## src/autoload_pkg.sv

```systemverilog
// Shared constants and types for the job autoload controller and its loader end.
// Assumes a single 40 MHz clock and word-wide register accesses over the link.
package autoload_pkg;

  // ==========================================================================
  // Device word addresses (word-index space of the unit)
  localparam logic [15:0] job_load_request_addr         = 16'h17d8; // Low word, high at +1
  localparam logic [15:0] autoload_timeout_setting_addr = 16'h0fa9; // Read-only word

  // ==========================================================================
  // Job number range
  localparam logic [15:0] job_min  = 16'h0001;
  localparam logic [15:0] job_max  = 16'h2710;
  localparam logic [15:0] job_none = 16'h0000;

  // ==========================================================================
  // Status and command bit positions
  localparam int loading_bit    = 4;
  localparam int load_err_bit   = 5;
  localparam int err_reset_bit  = 5;

  // ==========================================================================
  // Storage capacity
  localparam int max_programs = 100;
  localparam int max_blocks   = 2000;
  localparam int prog_aw      = 7;   // Index width for program slots
  localparam int blk_aw       = 11;  // Count width for blocks

  // ==========================================================================
  // Timeout: setting is in milliseconds
  localparam int clk_hz          = 40000000;
  localparam int ms_cycles       = clk_hz / 1000;
  localparam logic [15:0] timeout_reset_ms = 16'h2710; // 10 s default

  // ==========================================================================
  // APB register offsets of the controller-side block
  localparam logic [11:0] reg_cmd    = 12'h000; // Write: job, bit 16 = error reset
  localparam logic [11:0] reg_status = 12'h004; // Read: flags
  localparam logic [11:0] reg_irq    = 12'h008; // Sticky events, write 1 to clear
  localparam logic [11:0] reg_mask   = 12'h00c; // Interrupt mask
  localparam logic [11:0] reg_tmo    = 12'h010; // Read-only timeout setting

  // Loader transfer kinds
  typedef enum logic [1:0] {
    op_none  = 2'b00,
    op_erase = 2'b01,
    op_data  = 2'b10,
    op_done  = 2'b11
  } load_op_type;

endpackage

```

## src/autoload_if.sv

```systemverilog
// Carrier between the motion unit end and the controller/loader end.
// Assumes both ends share pclk and presetn.
`timescale 1ns/1ps
interface autoload_if (
  input wire logic pclk,
  input wire logic presetn
);
  import autoload_pkg::*;

  // Controller request words
  logic        req_wr;        // One-cycle write of the two-word request
  logic [15:0] req_lo;        // Job number
  logic [15:0] req_hi;        // Must be zero
  logic [15:0] cmd_word;      // First command word (error reset at bit 5)
  // Unit visible state
  logic [15:0] job_word;      // Current job number read back
  logic [15:0] status_word;   // Loading and error flags
  logic [15:0] timeout_word;  // Read-only timeout setting
  // Loader transfer channel
  load_op_type op;            // Transfer kind
  logic        op_valid;      // One-cycle strobe
  logic [15:0] op_data_word;  // Payload
  logic [15:0] tmo_set;       // Timeout setting written by loader tool
  logic        tmo_set_wr;    // Strobe for tmo_set

  modport unit (
    input  req_wr, req_lo, req_hi, cmd_word, op, op_valid, op_data_word, tmo_set, tmo_set_wr,
    output job_word, status_word, timeout_word
  );
  modport host (
    output req_wr, req_lo, req_hi, cmd_word, op, op_valid, op_data_word, tmo_set, tmo_set_wr,
    input  job_word, status_word, timeout_word
  );
endinterface

```

## src/autoload_unit.sv

```systemverilog
// Motion unit end: job request word, load flags, timeout and program store.
// Assumes the far end erases before loading and keeps job numbers in range.
// How it works
// Requester writes job 1 to 10000 only
// Request is two words, upper zero
// Current job number always visible to loader
// Loader erases all programs before downloading
// Request word reads zero after power-on or completion
// Loading flag spans download, status bit 4
// Error during loading sets error flag bit 5
// Error reset rising edge clears error flag
// Persisting fault sets error again next attempt
// Loader silence past timeout raises error
// Timeout discards data received for the job
// Timeout setting is read-only to controller
// Controller times request-to-loading-start itself
// Broken download needs a repeated request
// Requests accepted in automatic and manual modes
// Store holds 100 programs, 2000 blocks
// Timeout clears loading flag with error
`timescale 1ns/1ps
module autoload_unit
  import autoload_pkg::*;
(
  // Clock and reset
  input  wire logic pclk,
  input  wire logic presetn,
  // Operating mode (0 manual, 1 automatic), either accepted
  input  wire logic auto_mode,
  // Link to the controller and loader
  autoload_if.unit  link,
  // Store occupancy
  output logic [6:0]  prog_count,
  output logic [10:0] blk_count
);
  import autoload_pkg::*;

  // ==========================================================================
  // State
  logic [15:0] job_q;        // Requested or executing job
  logic        loading_q;    // Download in progress
  logic        err_q;        // Autoload error
  logic        pending_q;    // Request accepted, download not yet begun
  logic        rst_bit_q;    // Previous error reset bit level
  logic [15:0] tmo_ms_q;     // Timeout setting in ms
  logic [31:0] idle_q;       // Cycles since last loader activity
  logic [6:0]  prog_q;       // Programs stored
  logic [10:0] blk_q;        // Blocks stored
  logic        err_rise;
  logic        tmo_fire;
  logic        bad_op;
  logic        req_ok;

  // Mode does not gate requests
  assign req_ok   = link.req_wr && (link.req_hi == 16'h0000)
                    && (link.req_lo >= job_min) && (link.req_lo <= job_max);
  assign err_rise = link.cmd_word[err_reset_bit] && !rst_bit_q;
  assign tmo_fire = loading_q && (idle_q >= 32'(tmo_ms_q) * 32'(ms_cycles));
  // A new program past 100 or a block past 2000 is a load fault
  assign bad_op   = loading_q && link.op_valid && link.op == op_data && (blk_q >= 11'(max_blocks)
                    || (link.op_data_word[15] && prog_q >= 7'(max_programs)));

  // ==========================================================================
  // Job number word
  always_ff @(posedge pclk or negedge presetn) begin
    if (!presetn) begin
      job_q <= job_none;
    end else if (req_ok) begin
      job_q <= link.req_lo;
    end else if (loading_q && link.op_valid && link.op == op_done) begin
      job_q <= job_none;
    end
  end

  // ==========================================================================
  // Loading flag and pending request
  always_ff @(posedge pclk or negedge presetn) begin
    if (!presetn) begin
      loading_q <= 1'b0;
      pending_q <= 1'b0;
    end else if (tmo_fire || bad_op) begin
      loading_q <= 1'b0;
      pending_q <= 1'b0;
    end else if (req_ok) begin
      pending_q <= 1'b1; // No timing here; controller supervises
    end else if (pending_q && link.op_valid && link.op == op_erase) begin
      loading_q <= 1'b1;
      pending_q <= 1'b0;
    end else if (loading_q && link.op_valid && link.op == op_done) begin
      loading_q <= 1'b0;
    end
  end

  // ==========================================================================
  // Error flag: set wins over reset edge
  always_ff @(posedge pclk or negedge presetn) begin
    if (!presetn) begin
      err_q <= 1'b0;
    end else if (tmo_fire || bad_op) begin
      err_q <= 1'b1;
    end else if (err_rise) begin
      err_q <= 1'b0;
    end
  end

  // Reset bit history
  always_ff @(posedge pclk or negedge presetn) begin
    if (!presetn) begin
      rst_bit_q <= 1'b0;
    end else begin
      rst_bit_q <= link.cmd_word[err_reset_bit];
    end
  end

  // ==========================================================================
  // Timeout setting, written only by the loader tool
  always_ff @(posedge pclk or negedge presetn) begin
    if (!presetn) begin
      tmo_ms_q <= timeout_reset_ms;
    end else if (link.tmo_set_wr) begin
      tmo_ms_q <= link.tmo_set;
    end
  end

  // Silence counter, restarted by any loader activity
  always_ff @(posedge pclk or negedge presetn) begin
    if (!presetn) begin
      idle_q <= 32'h0000_0000;
    end else if (!loading_q || link.op_valid) begin
      idle_q <= 32'h0000_0000;
    end else if (idle_q != 32'hffff_ffff) begin
      idle_q <= idle_q + 32'h0000_0001;
    end
  end

  // ==========================================================================
  // Program store occupancy; erase empties all tasks
  always_ff @(posedge pclk or negedge presetn) begin
    if (!presetn) begin
      prog_q <= 7'h00;
      blk_q  <= 11'h000;
    end else if (tmo_fire) begin
      prog_q <= 7'h00; // Partial job dropped
      blk_q  <= 11'h000;
    end else if (pending_q && link.op_valid && link.op == op_erase) begin
      prog_q <= 7'h00;
      blk_q  <= 11'h000;
    end else if (loading_q && link.op_valid && link.op == op_data && !bad_op) begin
      // Payload bit 15 marks the first block of a new program
      if (link.op_data_word[15]) begin
        prog_q <= prog_q + 7'h01;
      end
      blk_q <= blk_q + 11'h001;
    end
  end

  // ==========================================================================
  // Registered outputs
  always_ff @(posedge pclk or negedge presetn) begin
    if (!presetn) begin
      link.job_word     <= 16'h0000;
      link.status_word  <= 16'h0000;
      link.timeout_word <= 16'h0000;
      prog_count        <= 7'h00;
      blk_count         <= 11'h000;
    end else begin
      link.job_word     <= job_q;
      link.status_word  <= 16'(loading_q) << loading_bit | 16'(err_q) << load_err_bit;
      link.timeout_word <= tmo_ms_q;
      prog_count        <= prog_q;
      blk_count         <= blk_q;
    end
  end

  // Mode input only documents that both modes are served
  logic unused_mode;
  assign unused_mode = auto_mode;
endmodule

```

## src/flat_wrapper.sv

```systemverilog
// flat-port wrapper written by rule: the top's interface ports become plain ports
module autoload_unit_flat import autoload_pkg::*;
  (pclk, presetn, auto_mode, prog_count, blk_count, link_req_wr, link_req_lo, link_req_hi, link_cmd_word, link_op, link_op_valid, link_op_data_word, link_tmo_set, link_tmo_set_wr, link_job_word, link_status_word, link_timeout_word);
  autoload_if link_i (.pclk(pclk), .presetn(presetn));
  input  wire logic pclk;
  input  wire logic presetn;
  input  wire logic auto_mode;
  output logic [6:0] prog_count;
  output logic [10:0] blk_count;
  input wire logic [$bits(link_i.req_wr)-1:0] link_req_wr;
  input wire logic [$bits(link_i.req_lo)-1:0] link_req_lo;
  input wire logic [$bits(link_i.req_hi)-1:0] link_req_hi;
  input wire logic [$bits(link_i.cmd_word)-1:0] link_cmd_word;
  input wire logic [$bits(link_i.op)-1:0] link_op;
  input wire logic [$bits(link_i.op_valid)-1:0] link_op_valid;
  input wire logic [$bits(link_i.op_data_word)-1:0] link_op_data_word;
  input wire logic [$bits(link_i.tmo_set)-1:0] link_tmo_set;
  input wire logic [$bits(link_i.tmo_set_wr)-1:0] link_tmo_set_wr;
  output wire logic [$bits(link_i.job_word)-1:0] link_job_word;
  output wire logic [$bits(link_i.status_word)-1:0] link_status_word;
  output wire logic [$bits(link_i.timeout_word)-1:0] link_timeout_word;
  assign link_i.req_wr = link_req_wr;
  assign link_i.req_lo = link_req_lo;
  assign link_i.req_hi = link_req_hi;
  assign link_i.cmd_word = link_cmd_word;
  assign link_i.op = link_op;
  assign link_i.op_valid = link_op_valid;
  assign link_i.op_data_word = link_op_data_word;
  assign link_i.tmo_set = link_tmo_set;
  assign link_i.tmo_set_wr = link_tmo_set_wr;
  assign link_job_word = link_i.job_word;
  assign link_status_word = link_i.status_word;
  assign link_timeout_word = link_i.timeout_word;
  autoload_unit u_core (.pclk(pclk), .presetn(presetn), .auto_mode(auto_mode), .link(link_i), .prog_count(prog_count), .blk_count(blk_count));
endmodule
```

## config.mk

```make
export PLATFORM = sky130hd
export DESIGN_NAME = autoload_unit_flat
export DESIGN_NICKNAME = d
export VERILOG_FILES = /design/src/autoload_pkg.sv /design/src/autoload_if.sv /design/src/autoload_unit.sv /design/src/flat_wrapper.sv
export SDC_FILE = /design/constraint.sdc
export NUM_CORES = 1
export LEC_CHECK = 0
export ABC_AREA = 1
export ABC_CLOCK_PERIOD_IN_PS = 7700
export BUFFER_PORTS_ARGS = -buffer_cell sky130_fd_sc_hd__buf_2
export CORE_MARGIN = 4
export CORE_UTILIZATION = 30
export DETAILED_ROUTE_END_ITERATION = 6
export PLACE_DENSITY = 0.48
export SLEW_MARGIN = 20
export SYNTH_ARGS = -nofsm -noshare
export SYNTH_HDL_FRONTEND = slang
export SYNTH_SLANG_ARGS = --single-unit
```

## constraint.sdc

```tcl
create_clock -name pclk -period 7.7 [get_ports pclk]
set_input_delay 1.54 -clock pclk [delete_from_list [all_inputs] [get_ports pclk]]
set_output_delay 1.54 -clock pclk [all_outputs]
set_load 0.05 [all_outputs]
```

* Word level (Yosys, flattened, before mapping)
Index checks and enable logic that the tools add are counted.
** Word-level totals
- Input bits :: 88
- Logic and storage cells :: 78
- Flip-flop bits (word level) :: 152
- Output and inout port bits :: 66
** Cells by class
- Add/subtract/negate cells :: 3
- Multiplexer cells :: 20
- $lt $le $gt $ge :: 5
- Eq/ne operators :: 5
- Bitwise logic cells :: 1
- Reductions and logical operators :: 29
- Multipliers :: 1
** Operators by type and width (count)
- 32-bit two-way mux :: 2
- 11-bit two-way mux :: 3
- 32-bit by 1-bit adder with 32-bit output (second input constant) :: 1
- 32-bit greater-or-equal comparator :: 1
- 16-bit two-way mux :: 2
- 32-bit inequality test (second input constant) :: 1
- 7-bit two-way mux :: 4
- 16-bit by 10-bit multiplier with 26-bit output (second input constant) :: 1
- 16-bit by 1-bit greater-or-equal comparator with 1-bit output (second input constant) :: 1
- 16-bit by 14-bit <= comparator with 1-bit output (second input constant) :: 1
- 16-bit logical NOT :: 1
- 1-bit logical AND :: 13
- 3-bit nonzero test :: 4
- 11-bit by 1-bit adder with 11-bit output (second input constant) :: 1
- 11-bit greater-or-equal comparator (second input constant) :: 1
- 1-bit two-way mux :: 9
- 7-bit by 1-bit adder with 7-bit output (second input constant) :: 1
- 7-bit greater-or-equal comparator (second input constant) :: 1
- 5-bit by 6-bit OR with 6-bit output :: 1
- 2-bit nonzero test :: 3
- 2-bit equality test (second input constant) :: 2
- 2-bit AND reduction :: 2
- 1-bit logical NOT :: 3
- 1-bit logical OR :: 3
- other kinds (2) :: 2

* Depth between registers and ports, before layout
- Depth in word-level cells :: 9
- Depth in mapped cells :: 32
- Mapped depth without buffers :: 32

* Worst setup path before layout
OpenSTA, ideal clock, no wires.
- Path kind :: register to register
- Start point :: register u_core.tmo_ms_q[4]
- End point :: register u_core.blk_q[2]
- Required time :: 7.579 ns
- Setup time :: 0.121 ns
- Data arrival time :: 5.142 ns
- Buffers on the path :: 1
- Stages on the path, launching flop included :: 31
- Period minus slack after synthesis :: 5.263 ns
- Slack :: 2.437 ns
- Cells stage by stage :: dfstp_2 -> inv_1 -> fa_1 -> inv_1 -> ha_1 -> inv_1 -> fa_1 -> inv_1 -> ha_1 -> inv_1 -> fa_1 -> inv_1 -> ha_1 -> a21o_1 -> inv_1 -> o21ai_0 -> a21o_1 -> nand2_1 -> nand3_1 -> xnor2_1 -> ha_1 -> nand2_1 -> nor2_1 -> nand4_1 -> nor2_1 -> nand2_1 -> nand2_1 -> nand2_1 -> nand2_2 -> buf_2 -> nor2_1
** On the way
- Longest elaborated chain between the ends :: 4
- Elaborated cells on any way between the ends :: 5
- Classes of those cells :: mul (1); order compare (1); mux (1); reduce/logical (2)
** Ends and longest elaborated chain
- from (decl) :: RTL line autoload_unit.sv:45 : logic [15:0] tmo_ms_q;
- from (signal assigned) :: RTL line autoload_unit.sv:119 : tmo_ms_q <= timeout_reset_ms;
- from (signal assigned) :: RTL line autoload_unit.sv:121 : tmo_ms_q <= link.tmo_set;
- 16-bit by 10-bit multiplier with 26-bit output * :: RTL line autoload_unit.sv:58 : assign tmo_fire = loading_q && (idle_q >= 32'(tmo_ms_q) * 32'(ms_cycles));
- 32-bit greater-or-equal comparator * :: RTL line autoload_unit.sv:58
- 1-bit logical AND * :: RTL line autoload_unit.sv:58
- 3-bit nonzero test (no line) or 11-bit two-way mux (tied branches)
- to (signal assigned) :: RTL line autoload_unit.sv:153 : blk_q <= blk_q + 11'h001;
- to (decl) :: RTL line autoload_unit.sv:48 : logic [10:0] blk_q;
Every way passes the cells marked *; elsewhere a longest branch is shown, timed or not.
A chain may end at the register's enable or synchronous reset.

* Final worst setup path
- Start point :: register u_core.tmo_ms_q[9]
- End point :: register u_core.prog_q[1]
** On the way
- Longest elaborated chain between the ends :: 5
- Elaborated cells on any way between the ends :: 7
- Classes of those cells :: mul (1); order compare (1); mux (1); reduce/logical (4)
** Ends and longest elaborated chain
- 16-bit by 10-bit multiplier with 26-bit output * :: RTL line autoload_unit.sv:58
- 32-bit greater-or-equal comparator * :: RTL line autoload_unit.sv:58
- 1-bit logical AND * :: RTL line autoload_unit.sv:58
- 3-bit nonzero test (no line)
- 2-bit AND reduction (no line)
- to (signal assigned) :: RTL line autoload_unit.sv:151 : prog_q <= prog_q + 7'h01;
- to (decl) :: RTL line autoload_unit.sv:47 : logic [6:0] prog_q;
Marks and branches as above.

==> results_dict.tcl <==
set metrics [dict create \
    synth_flop_cell "sky130_fd_sc_hd__dfrtp_1" \
    finalSetupViolCount 0 \
    worst-setup-path-type "flip-flop to flip-flop" \
    power.leakage_nw 5.65 \
    cts_htree_levels 4 \
    synth_area_leader_cell "sky130_fd_sc_hd__dfrtp_1" \
    syn-instance-count 1073 \
    dpl-instance-area_um2 10300 \
    worst_hold_startpoint "u_core.err_q$_DFFE_PN0P_" \
    detail_route.drc_violations 0 \
    pre_cts_ws_ps 1620 \
    diodes 0 \
    synth_top_area_share_pct 35.7 \
    netSwitchingFraction_pct 41.6 \
    worstSetupStartpointType "flip-flop" \
    netSwitchingPower_w 0.00138 \
    tritoncts "built" \
    maxClockFrequency_mhz 165 \
    final.setup_skew_ps 16.7 \
    maxSlewHeadroom_pct 38.4 \
    routed_via_density 4.55 \
    cpLargestDelayFamily "adder cells" \
    max-clock-path-buffers 2 \
    die-area_um2 34000 \
    ys.warnings.count 0 \
    slew_at_the_pin_closest_to_its_max_slew_limit_ps 923 \
    rsz0062_at_grt "false" \
    power.combinational.fraction_pct 49.7 \
    endpoint_type_of_the_worst_setup_path "flip-flop" \
    regToRegSetupSlack_ps 1650 \
    synthXorXnorAreaFrac_pct 3.10 \
    vias_in_the_first_global_route 7087 \
    cp_num_cells 25 \
    postLayoutSetupSlackWorst_ps 1650 \
    worstPathArrival_ps 6400 \
    post_cts.resized_instances 0 \
    cts_inserted_buffers 17 \
    p_seq_share_pct 22.8 \
    design_area_um2 10900 \
    cp_max_fo 18 \
    ios 154 \
    drt_pre_antenna_iters 4 \
    hold_path_class "flip-flop to flip-flop" \
    final_max_slew_viol_count 0 \
    route.vias.total 7259 \
    timing.hold.worst_path_depth 0 \
    placement_rows 64 \
    synth.area.mux_share_pct 0 \
    synth-simple-area-share_pct 20.7 \
    ir_drop_v 0.000169 \
    total_routing_resource_utilization_after_global_routing_pct 13.6 \
    r2r-start "u_core.tmo_ms_q[9]$_DFFE_PN1P_" \
    r2r.worst_path.cells 25 \
    number_of_violations_of_the_max_capacitance_limit 0 \
    wire_length_of_the_first_global_routing_pass_mm 36.7 \
    outcome "completed" \
    finalCritPeriodShare_pct 78.6 \
    hold_viol 0 \
    synth.lib_cells_used.distinct 49 \
    synth.avg_cell_area_um2 8.69 \
    clock_latency_ps 440 \
    timing.critical_path.slowest_cell_delay_ps 590 \
    post_cts_buffers 0 \
    timing.rr.end "u_core.prog_q[1]$_DFFE_PN0P_" \
    clk_pin_slew_worst_paths_ps 60 \
    port_buffers 108 \
    clkSinkCount 138 \
    drt_wl_total_mm 22.1 \
    whs_endpoint "u_core.link.status_word[5]$_DFF_PN0_" \
    setup-tns-final_ps 0 \
    powerDensity_nw_per_um2 305 \
    design.final.nets 1414 \
    yosysMostFrequentCell "sky130_fd_sc_hd__inv_1" \
    cts.hold.buffers_added 0 \
    synth_compound_gate_area_share_pct 8.29 \
    place_congestion 0.859 \
    layout-area-overhead-vs-synth_pct 17.0 \
    synth_fa_ha_area_share_pct 21.2 \
    synth.cell_area_um2 9320 \
    ys_seq_elements 138 \
    drtAntennaViolNets 0 \
    synth-seq-area-share_pct 37.1 \
    n_fill_cell 3237 \
    drive_gt1_share_pct 16.3 \
    initial_antenna_violation_count 0 \
    cts_root_buf "sky130_fd_sc_hd__clkbuf_16" \
    timing.critical_path.required_ps 8040 \
    die_width_um 184 \
    synth_enable_flop_cells 0 \
    critical_path_buf_inv_count 4 \
    maximum_number_of_pins_on_one_net_before_global_route_repair 74 \
    avg_wl_per_cell_um 13.8 \
    power.clock.fraction_pct 27.6 \
    final_period_minus_worst_setup_slack_ps 6050 \
    internal-power_w 0.00194 \
    synthTopCellsByCount "sky130_fd_sc_hd__inv_1 (181), sky130_fd_sc_hd__nand2_1 (177), sky130_fd_sc_hd__dfrtp_1 (133)" \
    share_of_async_settable_or_async_resettable_flops_after_synthesis_pct 100 \
    core_region_area_um2 30600 \
    global_route.overflow_total 0 \
    floorplan.initialDensity_pct 30.5 \
    total_power_w 0.00333 \
    synth_top_cells_by_area "sky130_fd_sc_hd__dfrtp_1 (36%), sky130_fd_sc_hd__ha_1 (14%), sky130_fd_sc_hd__fa_1 (7.5%), sky130_fd_sc_hd__inv_1 (7.3%), sky130_fd_sc_hd__nand2_1 (7.1%)" \
    die_height_um 184 \
    crit_slowest_cell "sky130_fd_sc_hd__fa_1" \
    iter_0_drt_violations 272 \
    hpwlAfterDp_mm 17.4 \
    main_combinational_cell_family_by_area_after_synthesis "adder cells" \
]
worst max-delay path by stage:
stage,end,slack (ps),start
after floorplan,u_core.blk_q[2]$_DFFE_PN0P_,2440,u_core.tmo_ms_q[4]$_DFFE_PN1P_
after detailed placement,u_core.prog_q[3]$_DFFE_PN0P_,1620,u_core.tmo_ms_q[9]$_DFFE_PN1P_
after CTS,u_core.prog_q[3]$_DFFE_PN0P_,1600,u_core.tmo_ms_q[9]$_DFFE_PN1P_
after global placement,u_core.blk_q[6]$_DFFE_PN0P_,1620,u_core.tmo_ms_q[4]$_DFFE_PN1P_
after global routing,u_core.blk_q[6]$_DFFE_PN0P_,1100,u_core.tmo_ms_q[9]$_DFFE_PN1P_
final,u_core.prog_q[1]$_DFFE_PN0P_,1650,u_core.tmo_ms_q[9]$_DFFE_PN1P_
per-layer routing:
layer / up-vias / routed length [um] / GRT usage, % / part of all wire [%]
met4: 0 / 244 / 3.73 / 1.1
met2: 138 / 9740 / 20.6 / 44
met3: 14 / 1230 / 3.73 / 5.6
met1: 3423 / 10800 / 19.2 / 49
met5: - / 0 / 0 / 0
li1: 3684 / - / - / -
through the flow:
step | hold WS [ps] | utilization (%) | cells
after detailed placement | 359 | 33.6 | 1566
after global routing | 381 | 35.7 | 1596
after floorplan | 348 | - | 1086
after global placement | 359 | 33.6 | 1566
after CTS | 371 | 35.7 | 1596
final | 369 | 35.7 | 1596
power by group through the flow:
| stage | Clock, W | Combinational (W) | Sequential (W) |
|---|---|---|---|
| floorplan | 0 | 0.00127 | 0.000792 |
| global placement | 0 | 0.00167 | 0.000771 |
| detailed placement | 0 | 0.00167 | 0.000771 |
| CTS | 0.000947 | 0.00169 | 0.000757 |
| global route | 0.000976 | 0.00193 | 0.000759 |
| finish | 0.000917 | 0.00165 | 0.000757 |
worst reg2reg max path, cell delays in order, from the launching register on:
cell and delay [ps]:
sky130_fd_sc_hd__dfstp_2 550, sky130_fd_sc_hd__inv_1 170, sky130_fd_sc_hd__fa_1 590, sky130_fd_sc_hd__inv_1 50, sky130_fd_sc_hd__ha_1 290, sky130_fd_sc_hd__fa_1 480, sky130_fd_sc_hd__ha_1 280, sky130_fd_sc_hd__inv_1 50
sky130_fd_sc_hd__fa_1 490, sky130_fd_sc_hd__inv_1 50, sky130_fd_sc_hd__ha_1 340, sky130_fd_sc_hd__nand2_1 150, sky130_fd_sc_hd__nor4_1 370, sky130_fd_sc_hd__nand4_1 140, sky130_fd_sc_hd__nand3_1 150, sky130_fd_sc_hd__xor2_1 220
sky130_fd_sc_hd__ha_1 280, sky130_fd_sc_hd__a21oi_1 150, sky130_fd_sc_hd__nor2_1 50, sky130_fd_sc_hd__nor2_1 80, sky130_fd_sc_hd__nand2_1 70, sky130_fd_sc_hd__a21oi_1 150, sky130_fd_sc_hd__nand2_1 160, sky130_fd_sc_hd__nand2_1 150
sky130_fd_sc_hd__nand2_2 250, sky130_fd_sc_hd__a21oi_1 270
state kept, by name, summed over array words and instances, names as in the netlist:
| signal | count |
|---|---|
| u_core.prog_count | 7 |
| u_core.job_q | 16 |
| u_core.err_q | 1 |
| u_core.prog_q | 7 |
| u_core.link.status_word | 2 |
| u_core.tmo_ms_q | 16 |
| u_core.blk_q | 11 |
| u_core.blk_count | 11 |
| u_core.link.job_word | 16 |
| u_core.idle_q | 32 |
| u_core.link.timeout_word | 16 |
| u_core.loading_q | 1 |
| u_core.rst_bit_q | 1 |
| u_core.pending_q | 1 |
logic make-up after synthesis:
logic type,Yosys count
flops,138
fa+ha+maj,137
simple gates,412
xor+xnor,33
compound gates,133
buf+inv,219
other cells,1
layout make-up:
type | count | area (um2) | share of cell area, %
Clock buffer | 20 | 457 | 4.19
Clock inverter | 10 | 190 | 1.74
Inverter | 193 | 724 | 6.64
Multi-Input combinational cell | 729 | 5020 | 46.0
Sequential cell | 138 | 3460 | 31.7
Tap cell | 396 | 495 | 4.54
Timing Repair Buffer | 110 | 562 | 5.15
placed cells by master, fill, tap and decap left out, types with 9 or more instances in the layout:
master and count:
sky130_fd_sc_hd__dfrtp_1 133, sky130_fd_sc_hd__o21ai_0 33, sky130_fd_sc_hd__o21ai_1 21, sky130_fd_sc_hd__nand4_1 19
sky130_fd_sc_hd__nand2_1 177, sky130_fd_sc_hd__nor2_1 83, sky130_fd_sc_hd__nand3_1 45, sky130_fd_sc_hd__conb_1 14
sky130_fd_sc_hd__o31ai_1 12, sky130_fd_sc_hd__xnor2_1 11, sky130_fd_sc_hd__xor2_1 22, sky130_fd_sc_hd__ha_1 102
sky130_fd_sc_hd__inv_2 11, sky130_fd_sc_hd__a21oi_1 45, sky130_fd_sc_hd__buf_2 107, sky130_fd_sc_hd__nor4_1 9
sky130_fd_sc_hd__fa_1 35, sky130_fd_sc_hd__inv_1 181, sky130_fd_sc_hd__clkbuf_16 17, sky130_fd_sc_hd__nor3_1 31
Power figures use the tool's default switching activity.
